### src/verilog/lpm_pkg.sv
// package for the low-power-mode power configuration block: map, fields, reset values
package lpm_pkg;

    // ==================================================================
    // register byte addresses
    localparam logic [31:0] LPM_SLEEP_ADDR = 32'h4004_8230;
    localparam logic [31:0] LPM_WAKE_ADDR  = 32'h4004_8234;
    localparam logic [31:0] LPM_LIVE_ADDR  = 32'h4004_8238;

    // ==================================================================
    // analog block field positions, shared by all three words
    localparam int LPM_IRCOUT_BIT = 0;
    localparam int LPM_IRC_BIT    = 1;
    localparam int LPM_FLASH_BIT  = 2;
    localparam int LPM_BOD_BIT    = 3;
    localparam int LPM_ADC_BIT    = 4;
    localparam int LPM_SYSOSC_BIT = 5;
    localparam int LPM_WDT_BIT    = 6;
    localparam int LPM_PLL_BIT    = 7;

    // ==================================================================
    // widths and reset values
    localparam int          LPM_SLEEP_W     = 16;
    localparam int          LPM_CFG_W       = 15;
    localparam logic [15:0] LPM_SLEEP_RSVD  = 16'hFFB7;
    localparam logic        LPM_SLEEP_BOD_R = 1'b1;
    localparam logic        LPM_SLEEP_WDT_R = 1'b1;
    localparam logic [14:0] LPM_CFG_RESET   = 15'h6DF0;
    localparam logic [7:0]  LPM_ALL_OFF     = 8'hFF;

    // ==================================================================
    // analog power-down bits, 1 = powered down
    typedef struct packed {
        logic system_pll_off;
        logic watchdog_osc_off;
        logic crystal_osc_off;
        logic converter_off;
        logic brownout_off;
        logic flash_off;
        logic internal_osc_off;
        logic internal_osc_output_off;
    } lpm_analog_t;

    typedef enum logic [0:0] {
        LPM_RUN,
        LPM_LOW
    } lpm_state_t;

endpackage

### src/verilog/lpm_power_config.sv
// low-power-mode power configuration: sleep word, wake-up word and live power control
//
// The plain strobed port is this design's own decision.
`timescale 1ns/1ps

// Overview of operation
// [RL1] on low-power entry copy sleep brown-out and watchdog bits into live control
// [RL2] on low-power entry force every analog block off except brown-out and watchdog oscillator, which take their sleep bits
// [RL3] brown-out and watchdog oscillator stay powered when their sleep bit is 0
// [RL4] sleep brown-out bit 3: 0 powered, 1 off, resets to 1
// [RL5] sleep watchdog bit 6: 0 powered, 1 off, resets to 1
// [RL6] watchdog lock overwrites sleep watchdog power-down value to powered
// [RL7] watchdog lock makes any watchdog power-down setting ineffective
// [RL8] on wake-up apply the wake-up word to every analog block
// [RL9] wake-up bits 0 to 3 select oscillator output, oscillator, flash, brown-out; reset 0
// [RL10] wake-up bits 4 to 6 select converter, crystal, watchdog oscillator; reset 1
// [RL11] wake-up bit 7 selects system pll on wake-up; reset 1
// [RL12] software writes 0b1101 into wake-up bits 11 to 8
// [RL13] software writes 0b110 into wake-up bits 14 to 12
// [RL14] live writes act at once; oscillator power-down waits for clean stop point; here live writes are ignored while in low-power mode
// [RL15] software keeps reserved sleep bits at all ones via read-modify-write
module lpm_power_config
    import lpm_pkg::*;
#(
    parameter int ADDR_W = 32
) (
    // clock and reset
    input  wire logic              i_mclk,
    input  wire logic              i_nrst,
    // register port
    input  wire logic [ADDR_W-1:0] i_addr,
    input  wire logic [31:0]       i_wdata,
    input  wire logic              i_wr,
    input  wire logic              i_rd,
    output logic [31:0]            o_rdata,
    // mode sequencing
    input  wire logic              i_lowpower_enter,
    input  wire logic              i_wakeup,
    input  wire logic              i_wdt_lock,
    input  wire logic              i_irc_stop_point,
    // power control
    output lpm_analog_t            o_power_off,
    output logic                   o_low_power
);

    // ==================================================================
    // parameter check
    generate
        if (ADDR_W != 32) begin : g_bad_addr
            $error("lpm_power_config: ADDR_W must be 32");
        end
    endgenerate

    // ==================================================================
    // state
    logic                 sleep_bod;
    logic                 sleep_wdt;
    logic [LPM_CFG_W-1:0] wake_cfg;
    logic [LPM_CFG_W-1:0] live_cfg;
    logic                 irc_pending;
    lpm_state_t           state;
    logic [31:0]          rdata;

    logic                 next_sleep_bod;
    logic                 next_sleep_wdt;
    logic [LPM_CFG_W-1:0] next_wake_cfg;
    logic [LPM_CFG_W-1:0] next_live_cfg;
    logic                 next_irc_pending;
    lpm_state_t           next_state;
    logic [31:0]          next_rdata;

    logic                 wr_sleep;
    logic                 wr_wake;
    logic                 wr_live;
    logic                 irc_stop_now;

    assign wr_sleep     = i_wr && (i_addr == LPM_SLEEP_ADDR);
    assign wr_wake      = i_wr && (i_addr == LPM_WAKE_ADDR);
    assign wr_live      = i_wr && (i_addr == LPM_LIVE_ADDR);
    assign irc_stop_now = irc_pending && i_irc_stop_point;

    // ==================================================================
    // configuration words
    always_comb begin
        next_sleep_bod = sleep_bod;
        next_sleep_wdt = sleep_wdt;
        next_wake_cfg  = wake_cfg;
        if (!i_nrst) begin
            next_sleep_bod = LPM_SLEEP_BOD_R; // RL4
            next_sleep_wdt = LPM_SLEEP_WDT_R; // RL5
            next_wake_cfg  = LPM_CFG_RESET; // RL9 RL10 RL11
        end else begin
            if (wr_sleep) begin
                next_sleep_bod = i_wdata[LPM_BOD_BIT]; // RL4
                next_sleep_wdt = i_wdata[LPM_WDT_BIT]; // RL5
            end
            if (wr_wake) begin
                // reserved bits stored as written; software keeps their pattern
                next_wake_cfg = i_wdata[LPM_CFG_W-1:0]; // RL9 RL10 RL11
            end
            if (i_wdt_lock) begin
                next_sleep_wdt              = 1'b0; // RL6
                next_wake_cfg[LPM_WDT_BIT]  = 1'b0; // RL7
            end
        end
    end

    // ==================================================================
    // live power control and mode tracking
    always_comb begin
        next_live_cfg    = live_cfg;
        next_irc_pending = irc_pending;
        next_state       = state;
        if (!i_nrst) begin
            next_live_cfg    = LPM_CFG_RESET;
            next_irc_pending = 1'b0;
            next_state       = LPM_RUN;
        end else begin
            case (state)
                LPM_RUN: begin
                    if (i_lowpower_enter) begin
                        next_live_cfg[7:0]         = LPM_ALL_OFF; // RL2
                        next_live_cfg[LPM_BOD_BIT] = sleep_bod; // RL1 RL3
                        next_live_cfg[LPM_WDT_BIT] = sleep_wdt; // RL1 RL3
                        next_irc_pending           = 1'b0;
                        next_state                 = LPM_LOW;
                    end else begin
                        if (irc_stop_now) begin
                            next_live_cfg[LPM_IRC_BIT] = 1'b1; // RL14
                            next_irc_pending           = 1'b0;
                        end
                        if (wr_live) begin
                            next_live_cfg = i_wdata[LPM_CFG_W-1:0]; // RL14
                            if (!i_wdata[LPM_IRC_BIT]) begin
                                next_live_cfg[LPM_IRC_BIT] = 1'b0;
                                next_irc_pending           = 1'b0;
                            end else if (!live_cfg[LPM_IRC_BIT] && !irc_stop_now) begin
                                // oscillator clock must stop cleanly before power goes
                                next_live_cfg[LPM_IRC_BIT] = 1'b0; // RL14
                                next_irc_pending           = 1'b1;
                            end
                        end
                    end
                end
                LPM_LOW: begin
                    if (i_wakeup) begin
                        next_live_cfg[7:0] = wake_cfg[7:0]; // RL8
                        next_state         = LPM_RUN;
                    end
                end
                default: begin
                    next_state = LPM_RUN;
                end
            endcase
            if (i_wdt_lock) begin
                next_live_cfg[LPM_WDT_BIT] = 1'b0; // RL7
            end
        end
    end

    // ==================================================================
    // read port
    always_comb begin
        next_rdata = 32'h0000_0000;
        if (i_nrst && i_rd) begin
            case (i_addr)
                LPM_SLEEP_ADDR: begin
                    next_rdata[LPM_SLEEP_W-1:0]   = LPM_SLEEP_RSVD;
                    next_rdata[LPM_BOD_BIT]       = sleep_bod;
                    next_rdata[LPM_WDT_BIT]       = sleep_wdt;
                end
                LPM_WAKE_ADDR: begin
                    next_rdata[LPM_CFG_W-1:0] = wake_cfg;
                end
                LPM_LIVE_ADDR: begin
                    next_rdata[LPM_CFG_W-1:0] = live_cfg;
                end
                default: begin
                    next_rdata = 32'h0000_0000;
                end
            endcase
        end
    end

    // ==================================================================
    // registers
    always_ff @(posedge i_mclk) begin
        sleep_bod   <= next_sleep_bod;
        sleep_wdt   <= next_sleep_wdt;
        wake_cfg    <= next_wake_cfg;
        live_cfg    <= next_live_cfg;
        irc_pending <= next_irc_pending;
        state       <= next_state;
        rdata       <= next_rdata;
        o_rdata     <= next_rdata;
        o_power_off <= next_live_cfg[7:0];
        o_low_power <= (next_state == LPM_LOW);
    end

    logic was_rst;
    always_ff @(posedge i_mclk) begin
        was_rst <= !i_nrst;
    end
endmodule
### config.mk
export PLATFORM = sky130hd
export DESIGN_NAME = lpm_power_config
export DESIGN_NICKNAME = d
export VERILOG_FILES = /design/src/verilog/lpm_pkg.sv /design/src/verilog/lpm_power_config.sv
export SDC_FILE = /design/constraint.sdc
export NUM_CORES = 1
export LEC_CHECK = 0
export CORE_MARGIN = 5
export CORE_UTILIZATION = 30
export DETAILED_ROUTE_END_ITERATION = 12
export DONT_BUFFER_PORTS = 1
export SETUP_SLACK_MARGIN = 0.3
export SLEW_MARGIN = 20
export SYNTH_ARGS = -nofsm -noshare
export SYNTH_HDL_FRONTEND = slang
export SYNTH_SLANG_ARGS = --single-unit
### constraint.sdc
create_clock -name i_mclk -period 2.3 [get_ports i_mclk]
set_input_delay 0.23 -clock i_mclk [delete_from_list [all_inputs] [get_ports i_mclk]]
set_output_delay 0.23 -clock i_mclk [all_outputs]
set_load 0.01 [all_outputs]
==> results.py, run 1 <==
metrics = {
    "grt": {
        "antenna_found_initial": 0,
        "grt_max_degree": 20,
        "grt_first_pass_wirelength_um": 9039,
        "grt_overflow_total": 0,
        "grt_util_met1_pct": 12.73,
        "grt_util_met3_pct": 4.795,
        "grt_pass1_vias": 1710,
        "grt_use_met2_pct": 21.04,
        "grt_usage_pct": 11.67,
        "busiest_layer": "met2",
    },
    "synthesis": {
        "avgSynthCellArea_um2": 9.706,
        "yosys-top-cells-area": "dfxtp_1, mux2i_1, buf_4, a221oi_1, nor2_1",
        "synth_edf_count": 0,
        "ys_seq_area_share_pct": 41.09,
        "netlist.area_leader.share_pct": 41.09,
        "yosysTopAreaCell": "dfxtp_1",
        "syn-cell-area_um2": 2436,
        "synth_seq_cells": 50,
        "yosysMostFrequentCell": "dfxtp_1",
        "ys_top_cells_by_count": "dfxtp_1, mux2i_1, nor2_1",
        "synthArstFlopShare_pct": 0,
        "yosys_warnings": 0,
        "yosysUniqueCellTypes": 36,
        "synth-main-ff-cell": "dfxtp_1",
        "syn_inst": 251,
    },
    "placed_design": {
        "dp_hpwl_um": 4206,
        "gp_congestion": 0.7151,
        "pre_cts_slack_ns": 0.4162,
        "port-buffer-count": 0,
    },
    "finish": {
        "final_nets": 321,
        "final_core_util_pct": 33.25,
        "fillers": 810,
        "antenna_cells": 0,
        "syn_to_final_growth_pct": 6.574,
        "drive_gt1_share_pct": 13.31,
    },
    "cts": {
        "clkTransAtPathRegs_ns": 0.09,
        "clock-root-buffer": "clkbuf_8",
        "numCtsBuffers": 5,
        "clock_sinks": 50,
        "ctsLongestPathBuffers": 2,
        "cts_setup_buffers": 0,
        "htreeDepth": 2,
        "clkLatencyLatePin_ns": 0.29,
        "cts_tree": "yes",
    },
    "drt": {
        "first_iter_violations": 109,
        "vias": 1681,
        "wl_um": 5908,
        "viasPerCell": 4.803,
        "dr.pass1.iters": 4,
        "drc": 0,
        "post_drt_wl_per_cell_um": 16.88,
        "ant_nets": 0,
    },
    "worst_setup_path": {
        "r2r_end": "live_cfg[7]",
        "crit_path_start_kind": "flop",
        "r2r-start": "state",
        "path_cells": "nor2b_1, buf_4, or2_2, o41ai_4, buf_4, mux2i_1, nand2_1",
        "cp.arrival_ns": 1.79,
        "worstPathMaxFanout": 7,
        "end_kind": "flop",
        "critPathTopFamily": "simple AND/OR/NAND/NOR gates",
        "cp.buffers_inverters": 2,
        "path_class": "flop to flop",
        "worstPathRequired_ns": 2.46,
        "crit_top_cell": "buf_4",
        "crit_cells": 7,
        "reg2reg_slack_ns": 0.67,
        "reg2reg_depth": 7,
        "slowest_stage": "dfxtp_1",
        "slowest_delay_ns": 0.35,
        "critical_path.startpoint": "state",
        "crit_end": "live_cfg[7]",
    },
    "die": {
        "dieArea_um2": 10020,
        "core_area_um2": 7807,
        "die_h_um": 100.1,
        "start_util_pct": 31.20,
        "num_io_pins": 113,
        "std_cell_rows": 32,
        "die-width_um": 100.1,
    },
    "timing": {
        "finClkSkew_ns": 0.004718,
        "setup_viol": 0,
        "finalHoldViolCount": 0,
        "relSlewSlack_pct": 50.48,
        "fin_crit_sh_pct": 70.87,
        "worst_slew_pin_slew_ns": 0.7404,
        "fmax_ghz": 0.6135,
        "final.setup.tns_ns": 0,
        "hold_ws_ns": 0.01762,
        "slew_violations": 0,
        "worst_slack_ns": 0.6699,
        "rsz0062_at_grt": "false",
        "finalCriticalPeriod_ns": 1.630,
    },
    "power_and_ir_drop": {
        "p_switching_mw": 0.3562,
        "seqPwrFrac_pct": 59.3,
        "vdd_ir_drop_max_mv": 0.2460,
        "p_leak_nw": 0.9159,
        "power_density_nw_per_um2": 587.4,
        "power.share.clock_pct": 32.8,
        "p_comb_share_pct": 8.0,
        "switching_share_pct": 23.36,
        "cellInternalPower_mw": 1.169,
    },
    "outcome": {
        "run_status": "finished, final reports clean",
    },
    "flow_run": {
        "cap_violations": 0,
    },
    "hold_path": {
        "hold_class": "input port to flop",
    },
}
==> registers in the layout, indices dropped and copies added (netlist names) <==
signal	cells
wake_cfg	15
state	1
sleep_bod	1
live_cfg	15
irc_pending	1
sleep_wdt	1
o_rdata	16
==> kinds of logic after synthesis <==
group                  share of synthesized area, %
and+or+nand+nor                               24.19
buffers and inverters                         10.12
muxes                                         13.56
AOI/OAI and AO/OA                             10.89
other                                        0.1539
DFF                                           41.09
==> cell usage in the layout, fill, tap and decap left out, types with 2 or more instances in the layout <==
master / n
nor2b_1: 14
a21boi_0: 2
nand2b_1: 2
dlygate4sd3_1: 2
nand2_1: 27
a21oi_1: 4
clkbuf_8: 6
buf_12: 2
nor2_1: 29
mux2i_1: 33
buf_4: 9
nor4b_4: 2
conb_1: 16
nor4_4: 3
o21ai_0: 9
inv_1: 2
nand3_1: 2
a221oi_1: 13
nor4b_2: 3
dfxtp_1: 50
o21ai_1: 2
==> through the flow <==
stage | power (mW) | cell area [um2] | std cells
floorplan | 1.060 | 2492 | 266
global placement | 1.036 | 2494 | 342
detailed placement | 1.039 | 2494 | 342
CTS | 1.548 | 2586 | 349
global route | 1.600 | 2596 | 350
finish | 1.525 | 2596 | 350
==> per-layer routing <==
layer | vias up | part of all wire (%)
met5 | - | 0
met1 | 780 | 38
met2 | 62 | 52
met4 | 0 | 0.85
li1 | 831 | -
met3 | 8 | 9.4
==> worst reg2reg max path: cells and delay by family, from the launching register on <==
kind                   cells  cell delay, ns
flip-flops                 1            0.35
AO/OA/AOI/OAI              1            0.05
buffers and inverters      2            0.37
multiplexers               1            0.21
AND/OR/NAND/NOR            3            0.51
==> layout make-up <==
cell class / instances / area (um2) / area share [%]
multi-input combinational: 177 / 1250 / 48.14
sequential: 50 / 1001 / 38.55
timing repair buffer: 13 / 127.6 / 4.916
tap: 102 / 127.6 / 4.916
clock buffer: 6 / 82.58 / 3.181
inverter: 2 / 7.507 / 0.2892
==> power groups by stage <==
stage	sequential [mW]	combinational (mW)	clock (mW)
global placement	0.925	0.111	0
global route	0.907	0.135	0.558
CTS	0.905	0.120	0.523
floorplan	0.911	0.148	0
detailed placement	0.925	0.113	0
finish	0.904	0.121	0.500
==> worst min-delay path by stage <==
stage	start	slack, ns	to	cells past startpoint
floorplan	i_wdt_lock	0.33	wake_cfg[6]	1
global placement	i_nrst	0.30	live_cfg[11]	1
detailed placement	i_nrst	0.30	live_cfg[11]	1
CTS	i_nrst	0.003	live_cfg[6]	1
global route	i_wdt_lock	0.0001	live_cfg[6]	1
finish	i_wdt_lock	0.02	live_cfg[6]	1
==> what timing repair did <==
action,CTS,global route
hold buffers,1,1
endpoints found under the hold margin,17,2
resized for setup,0,0
(Power assumes the default switching activity.)
==> run 2, diff against run 1 <==
==> constraint.sdc (replaced) <==
create_clock -name i_mclk -period 1.52 [get_ports i_mclk]
set_input_delay 0.152 -clock i_mclk [delete_from_list [all_inputs] [get_ports i_mclk]]
set_output_delay 0.152 -clock i_mclk [all_outputs]
set_load 0.01 [all_outputs]
==> run 2 against run 1 <==
Net effect:
- the run now ends with negative hold slack left
- setup slack worse by 0.56 ns
- critical path depth stayed put
- global-route usage is 0.52 points higher
- register-to-register slack worse by 0.53 ns
- first-iteration DRC count is 10% lower
- cell count is 4.9% higher
- final area is 13% higher
- critical endpoint is now wake_cfg[0]
- largest power group unchanged
==> results.py, run 2 (synthesis gave the netlist of run 1 again) <==
metrics = {
    "drt": {
        "vias": 1779,
        "viasPerCell": 4.847,
        "drc": 0,
        "wl_um": 6287,
        "dr.pass1.iters": 4,
        "ant_nets": 0,
        "post_drt_wl_per_cell_um": 17.13,
        "first_iter_violations": 98,
    },
    "die": {
        "num_io_pins": 113,
        "core_area_um2": 7807,
        "std_cell_rows": 32,
        "die-width_um": 100.1,
        "die_h_um": 100.1,
        "start_util_pct": 31.20,
        "dieArea_um2": 10020,
    },
    "timing": {
        "finalHoldViolCount": 31,
        "setup_viol": 0,
        "rsz0062_at_grt": "true",
        "finClkSkew_ns": 0.01212,
        "fin_crit_sh_pct": 92.67,
        "finalCriticalPeriod_ns": 1.409,
        "slew_violations": 0,
        "hold_ws_ns": -0.08890,
        "fmax_ghz": 0.7099,
    },
    "power_and_ir_drop": {
        "total_power_mw": 2.378,
        "p_leak_nw": 1.080,
        "vdd_ir_drop_max_mv": 0.3473,
        "power_density_nw_per_um2": 807.4,
    },
    "grt": {
        "grt_pass1_vias": 1744,
        "grt_max_degree": 36,
        "grt_overflow_total": 0,
        "antenna_found_initial": 0,
        "grt_first_pass_wirelength_um": 9549,
        "grt_usage_pct": 12.19,
    },
    "worst_setup_path": {
        "path_class": "input port to flop",
        "worstPathMaxFanout": 7,
        "crit_path_start_kind": "input port",
        "cp.arrival_ns": 1.62,
        "worstPathRequired_ns": 1.73,
        "end_kind": "flop",
    },
    "finish": {
        "final_nets": 336,
        "antenna_cells": 0,
        "top_regs": "o_rdata: 16 flops, live_cfg: 15 flops, wake_cfg: 15 flops",
        "mostFrequentLayoutCells": "dfxtp_1, mux2i_1, nor2_1, nand2_1, buf_4",
        "final_common_cell": "dfxtp_1",
        "largest_reg_flops": 16,
        "top_register": "o_rdata",
        "drive_gt1_share_pct": 27.92,
        "syn_to_final_growth_pct": 20.90,
        "final_core_util_pct": 37.72,
        "finalInstanceArea_um2": 2945,
    },
    "cts": {
        "numCtsBuffers": 5,
        "cts_tree": "yes",
        "clkLatencyLatePin_ns": 0.31,
        "clock-root-buffer": "clkbuf_8",
        "clock_sinks": 50,
        "clkTransAtPathRegs_ns": 0.10,
        "htreeDepth": 2,
        "ctsLongestPathBuffers": 2,
    },
    "flow_run": {
        "cap_violations": 0,
    },
    "outcome": {
        "run_status": "finished, violations left",
        "violations": "negative hold slack",
    },
    "placed_design": {
        "place_area_um2": 2619,
        "port-buffer-count": 0,
        "dp_hpwl_um": 4652,
        "gp_congestion": 0.7556,
    },
    "hold_path": {
        "hold_class": "input port to flop",
    },
}
-- run 2: cell types whose count changed in the layout (fill, tap and decap cells not counted), moves of 3 or more --
| cell | before | now |
|---|---|---|
| buf_6 | 0 | 8 |
| a221oi_2 | 0 | 12 |
| nor4b_4 | 2 | 5 |
| buf_4 | 9 | 17 |
| a221oi_1 | 13 | 0 |
-- run 2: metrics by stage --
step / setup slack, ns / instances / setup TNS, ns
global route: 0.03428 / 367 / 0
detailed placement: -0.2090 / 354 / -6.957
finish: 0.1114 / 367 / 0
global placement: -0.1930 / 354 / -6.217
floorplan: -0.2822 / 266 / -5.554
CTS: 0.1200 / 365 / 0
-- run 2: timing repair --
item                                    4_1_cts  5_1_grt
pin swaps                                    13       24
buffers inserted                              3        2
endpoints found under the hold margin        34       34
gates resized for setup                      27       13
cloned                                        0        0
endpoints found under the setup margin       47       48
-- run 2: path summary, 6_finish.rpt --
path	from	to	slack [ns]	depth (start not counted)
setup reg to reg	state	live_cfg[6]	0.14	6
hold reg to reg	wake_cfg[11]	wake_cfg[11]	0.50	2
setup / recovery	i_addr[12]	wake_cfg[0]	0.11	7
hold / removal	i_nrst	live_cfg[4]	-0.09	1
-- run 2: where the power goes --
part / leakage, nW / total, mW / internal, mW / switching [mW]
Sequential: 0.406 / 1.37 / 1.33 / 0.0381
Clock: 0.0441 / 0.789 / 0.324 / 0.464
Combinational: 0.629 / 0.217 / 0.111 / 0.105
-- run 2: layout make-up --
| cell class | count | area (um2) |
|---|---|---|
| fill | 791 | 4862 |
| inverter | 2 | 7.507 |
| sequential | 50 | 1002 |
| multi-input combinational | 177 | 1440 |
| timing repair buffer | 28 | 277.8 |
| tap | 102 | 127.6 |
| clock buffer | 5 | 68.82 |
| clock inverter | 3 | 21.27 |
-- run 2: layer usage --
| layer | track usage (%) | wire length [um] | up-vias |
|---|---|---|---|
| met1 | 14.21 | 2495 | 841 |
| met2 | 20.63 | 3058 | 68 |
| li1 | - | - | 865 |
| met3 | 5.420 | 688 | 5 |
| met5 | 0 | 0 | - |
| met4 | 2.798 | 45 | 0 |
-- run 2: worst max-delay path: stages --
cell and delay (ns):
nor4b_4 0.34, nand4_1 0.16, buf_6 0.17, nor4_4 0.31, buf_6 0.20, mux2i_1 0.21
nor2b_1 0.07
==> run 3, diff against run 2 <==
--- a/config.mk
+++ b/config.mk
@@ -5,10 +5,14 @@
 export SDC_FILE = /design/constraint.sdc
 export NUM_CORES = 1
 export LEC_CHECK = 0
+export CELL_PAD_IN_SITES_DETAIL_PLACEMENT = 0
+export CELL_PAD_IN_SITES_GLOBAL_PLACEMENT = 2
 export CORE_MARGIN = 5
 export CORE_UTILIZATION = 30
+export CTS_CLUSTER_DIAMETER = 60
 export DETAILED_ROUTE_END_ITERATION = 12
 export DONT_BUFFER_PORTS = 1
+export PLACE_DENSITY_LB_ADDON = 0.1
 export SETUP_SLACK_MARGIN = 0.3
 export SLEW_MARGIN = 20
 export SYNTH_ARGS = -nofsm -noshare
==> run 3 against run 2 <==
Net effect:
- the flow still finishes with violations (negative hold slack)
- non-clock buffer count is 6 lower
- clock power is 21% higher
- setup slack better by 0.058 ns
- final area is 3.8% lower
- clock-buffer cell count stayed put
- worst hold slack worse by 0.0015 ns
- die area stayed put
- sequential power hardly changed
- critical endpoint is now live_cfg[6]
==> results.py, run 3 (synthesis gave the netlist of run 1 again) <==
metrics = {
    "cts": {
        "ctsLongestPathBuffers": 2,
        "clock_sinks": 50,
        "clock-root-buffer": "clkbuf_8",
        "cts_tree": "yes",
        "clkLatencyLatePin_ns": 0.30,
        "htreeDepth": 2,
        "clkTransAtPathRegs_ns": 0.10,
        "numCtsBuffers": 5,
    },
    "worst_setup_path": {
        "slowest_stage": "dfxtp_2",
        "crit_path_start_kind": "flop",
        "slowest_delay_ns": 0.34,
        "cp.arrival_ns": 1.55,
        "cp.buffers_inverters": 1,
        "end_kind": "flop",
        "worstPathRequired_ns": 1.72,
        "worstPathMaxFanout": 7,
        "path_cells": "nor2b_4, o41ai_4, buf_6, mux2i_1, o21ai_1",
        "critPathTopFamily": "compound AO/OA/AOI/OAI gates",
        "path_class": "flop to flop",
    },
    "outcome": {
        "run_status": "finished, violations left",
        "violations": "negative hold slack",
    },
    "finish": {
        "syn_to_final_growth_pct": 16.33,
        "drive_gt1_share_pct": 20.46,
        "final_core_util_pct": 36.30,
        "mostFrequentLayoutCells": "dfxtp_1, mux2i_1, nor2_1, nand2_1, conb_1",
        "final_nets": 330,
        "register_area_um2": 1002,
        "antenna_cells": 0,
        "top_regs": "o_rdata: 16 flops, live_cfg: 15 flops, wake_cfg: 15 flops",
        "multi_input_area_um2": 1336,
        "final_common_cell": "dfxtp_1",
        "top_register": "o_rdata",
        "largest_reg_flops": 16,
        "fillers": 845,
    },
    "grt": {
        "grt_usage_pct": 12.52,
        "grt_first_pass_wirelength_um": 9777,
        "antenna_found_initial": 0,
        "grt_overflow_total": 0,
        "grt_pass1_vias": 1680,
        "grt_max_degree": 36,
    },
    "drt": {
        "drc": 0,
        "dr.pass1.iters": 4,
        "vias": 1722,
        "first_iter_violations": 61,
        "ant_nets": 0,
        "post_drt_wl_per_cell_um": 18.04,
        "wl_um": 6513,
        "viasPerCell": 4.770,
    },
    "timing": {
        "rsz0062_at_grt": "true",
        "fin_crit_sh_pct": 88.87,
        "finalHoldViolCount": 31,
        "fmax_ghz": 0.7403,
        "slew_violations": 0,
        "finClkSkew_ns": 0.01185,
        "hold_ws_ns": -0.09042,
        "setup_viol": 0,
        "final.setup.tns_ns": 0,
        "finalCriticalPeriod_ns": 1.351,
    },
    "hold_path": {
        "hold_class": "input port to flop",
    },
    "power_and_ir_drop": {
        "p_leak_nw": 1.012,
        "total_power_mw": 2.546,
        "power_density_nw_per_um2": 898.4,
        "vdd_ir_drop_max_mv": 0.3807,
    },
    "die": {
        "core_area_um2": 7807,
        "die_h_um": 100.1,
        "start_util_pct": 31.20,
        "num_io_pins": 113,
        "std_cell_rows": 32,
        "die-width_um": 100.1,
        "dieArea_um2": 10020,
    },
    "placed_design": {
        "port-buffer-count": 0,
        "gp_congestion": 0.7184,
        "dp_hpwl_um": 4500,
    },
    "flow_run": {
        "cap_violations": 0,
    },
}
==> run 3: metrics by stage <==
stage | std cells | cell area (um2) | setup WS [ns]
CTS | 358 | 2746 | 0.1874
floorplan | 266 | 2534 | -0.2822
detailed placement | 348 | 2574 | -0.1638
global placement | 348 | 2574 | -0.1615
finish | 361 | 2834 | 0.1691
global route | 361 | 2834 | 0.06172
==> run 3: report_power, final <==
part	switching, mW	total [mW]	internal [mW]
registers	0.0355	1.37	1.33
clock network	0.461	0.951	0.490
logic	0.106	0.225	0.119
==> run 3: path summary, 6_finish.rpt <==
path,start,cells after the start,endpoint,slack (ns)
hold / removal,i_nrst,1,wake_cfg[10],-0.09
setup reg to reg,state,5,live_cfg[6],0.17
hold reg to reg,wake_cfg[11],2,wake_cfg[11],0.48
setup / recovery,state,5,live_cfg[6],0.17
==> run 3: what timing repair did <==
item / CTS / global route
resized for setup: 12 / 12
gates cloned: 0 / 1
setup endpoints to repair: 46 / 47
endpoints found under the hold margin: 34 / 31
setup buffers: 2 / 2
pin swaps: 8 / 11
==> run 3: routing by layer <==
layer	global-route usage (%)	share of wire (%)	up-vias
li1	-	-	856
met1	16.16	44	819
met2	20.22	48	45
met3	4.378	7.1	2
met4	2.798	0.51	0
met5	0	0	-
==> run 3: area by class of cell <==
class | instances | area share [%]
inverters | 2 | 0.2649
well taps | 102 | 4.503
multi-input cells | 177 | 47.15
repair buffers | 22 | 8.698
clock inverters | 3 | 1.589
flip-flops and latches | 50 | 35.36
clock buffers | 5 | 2.428
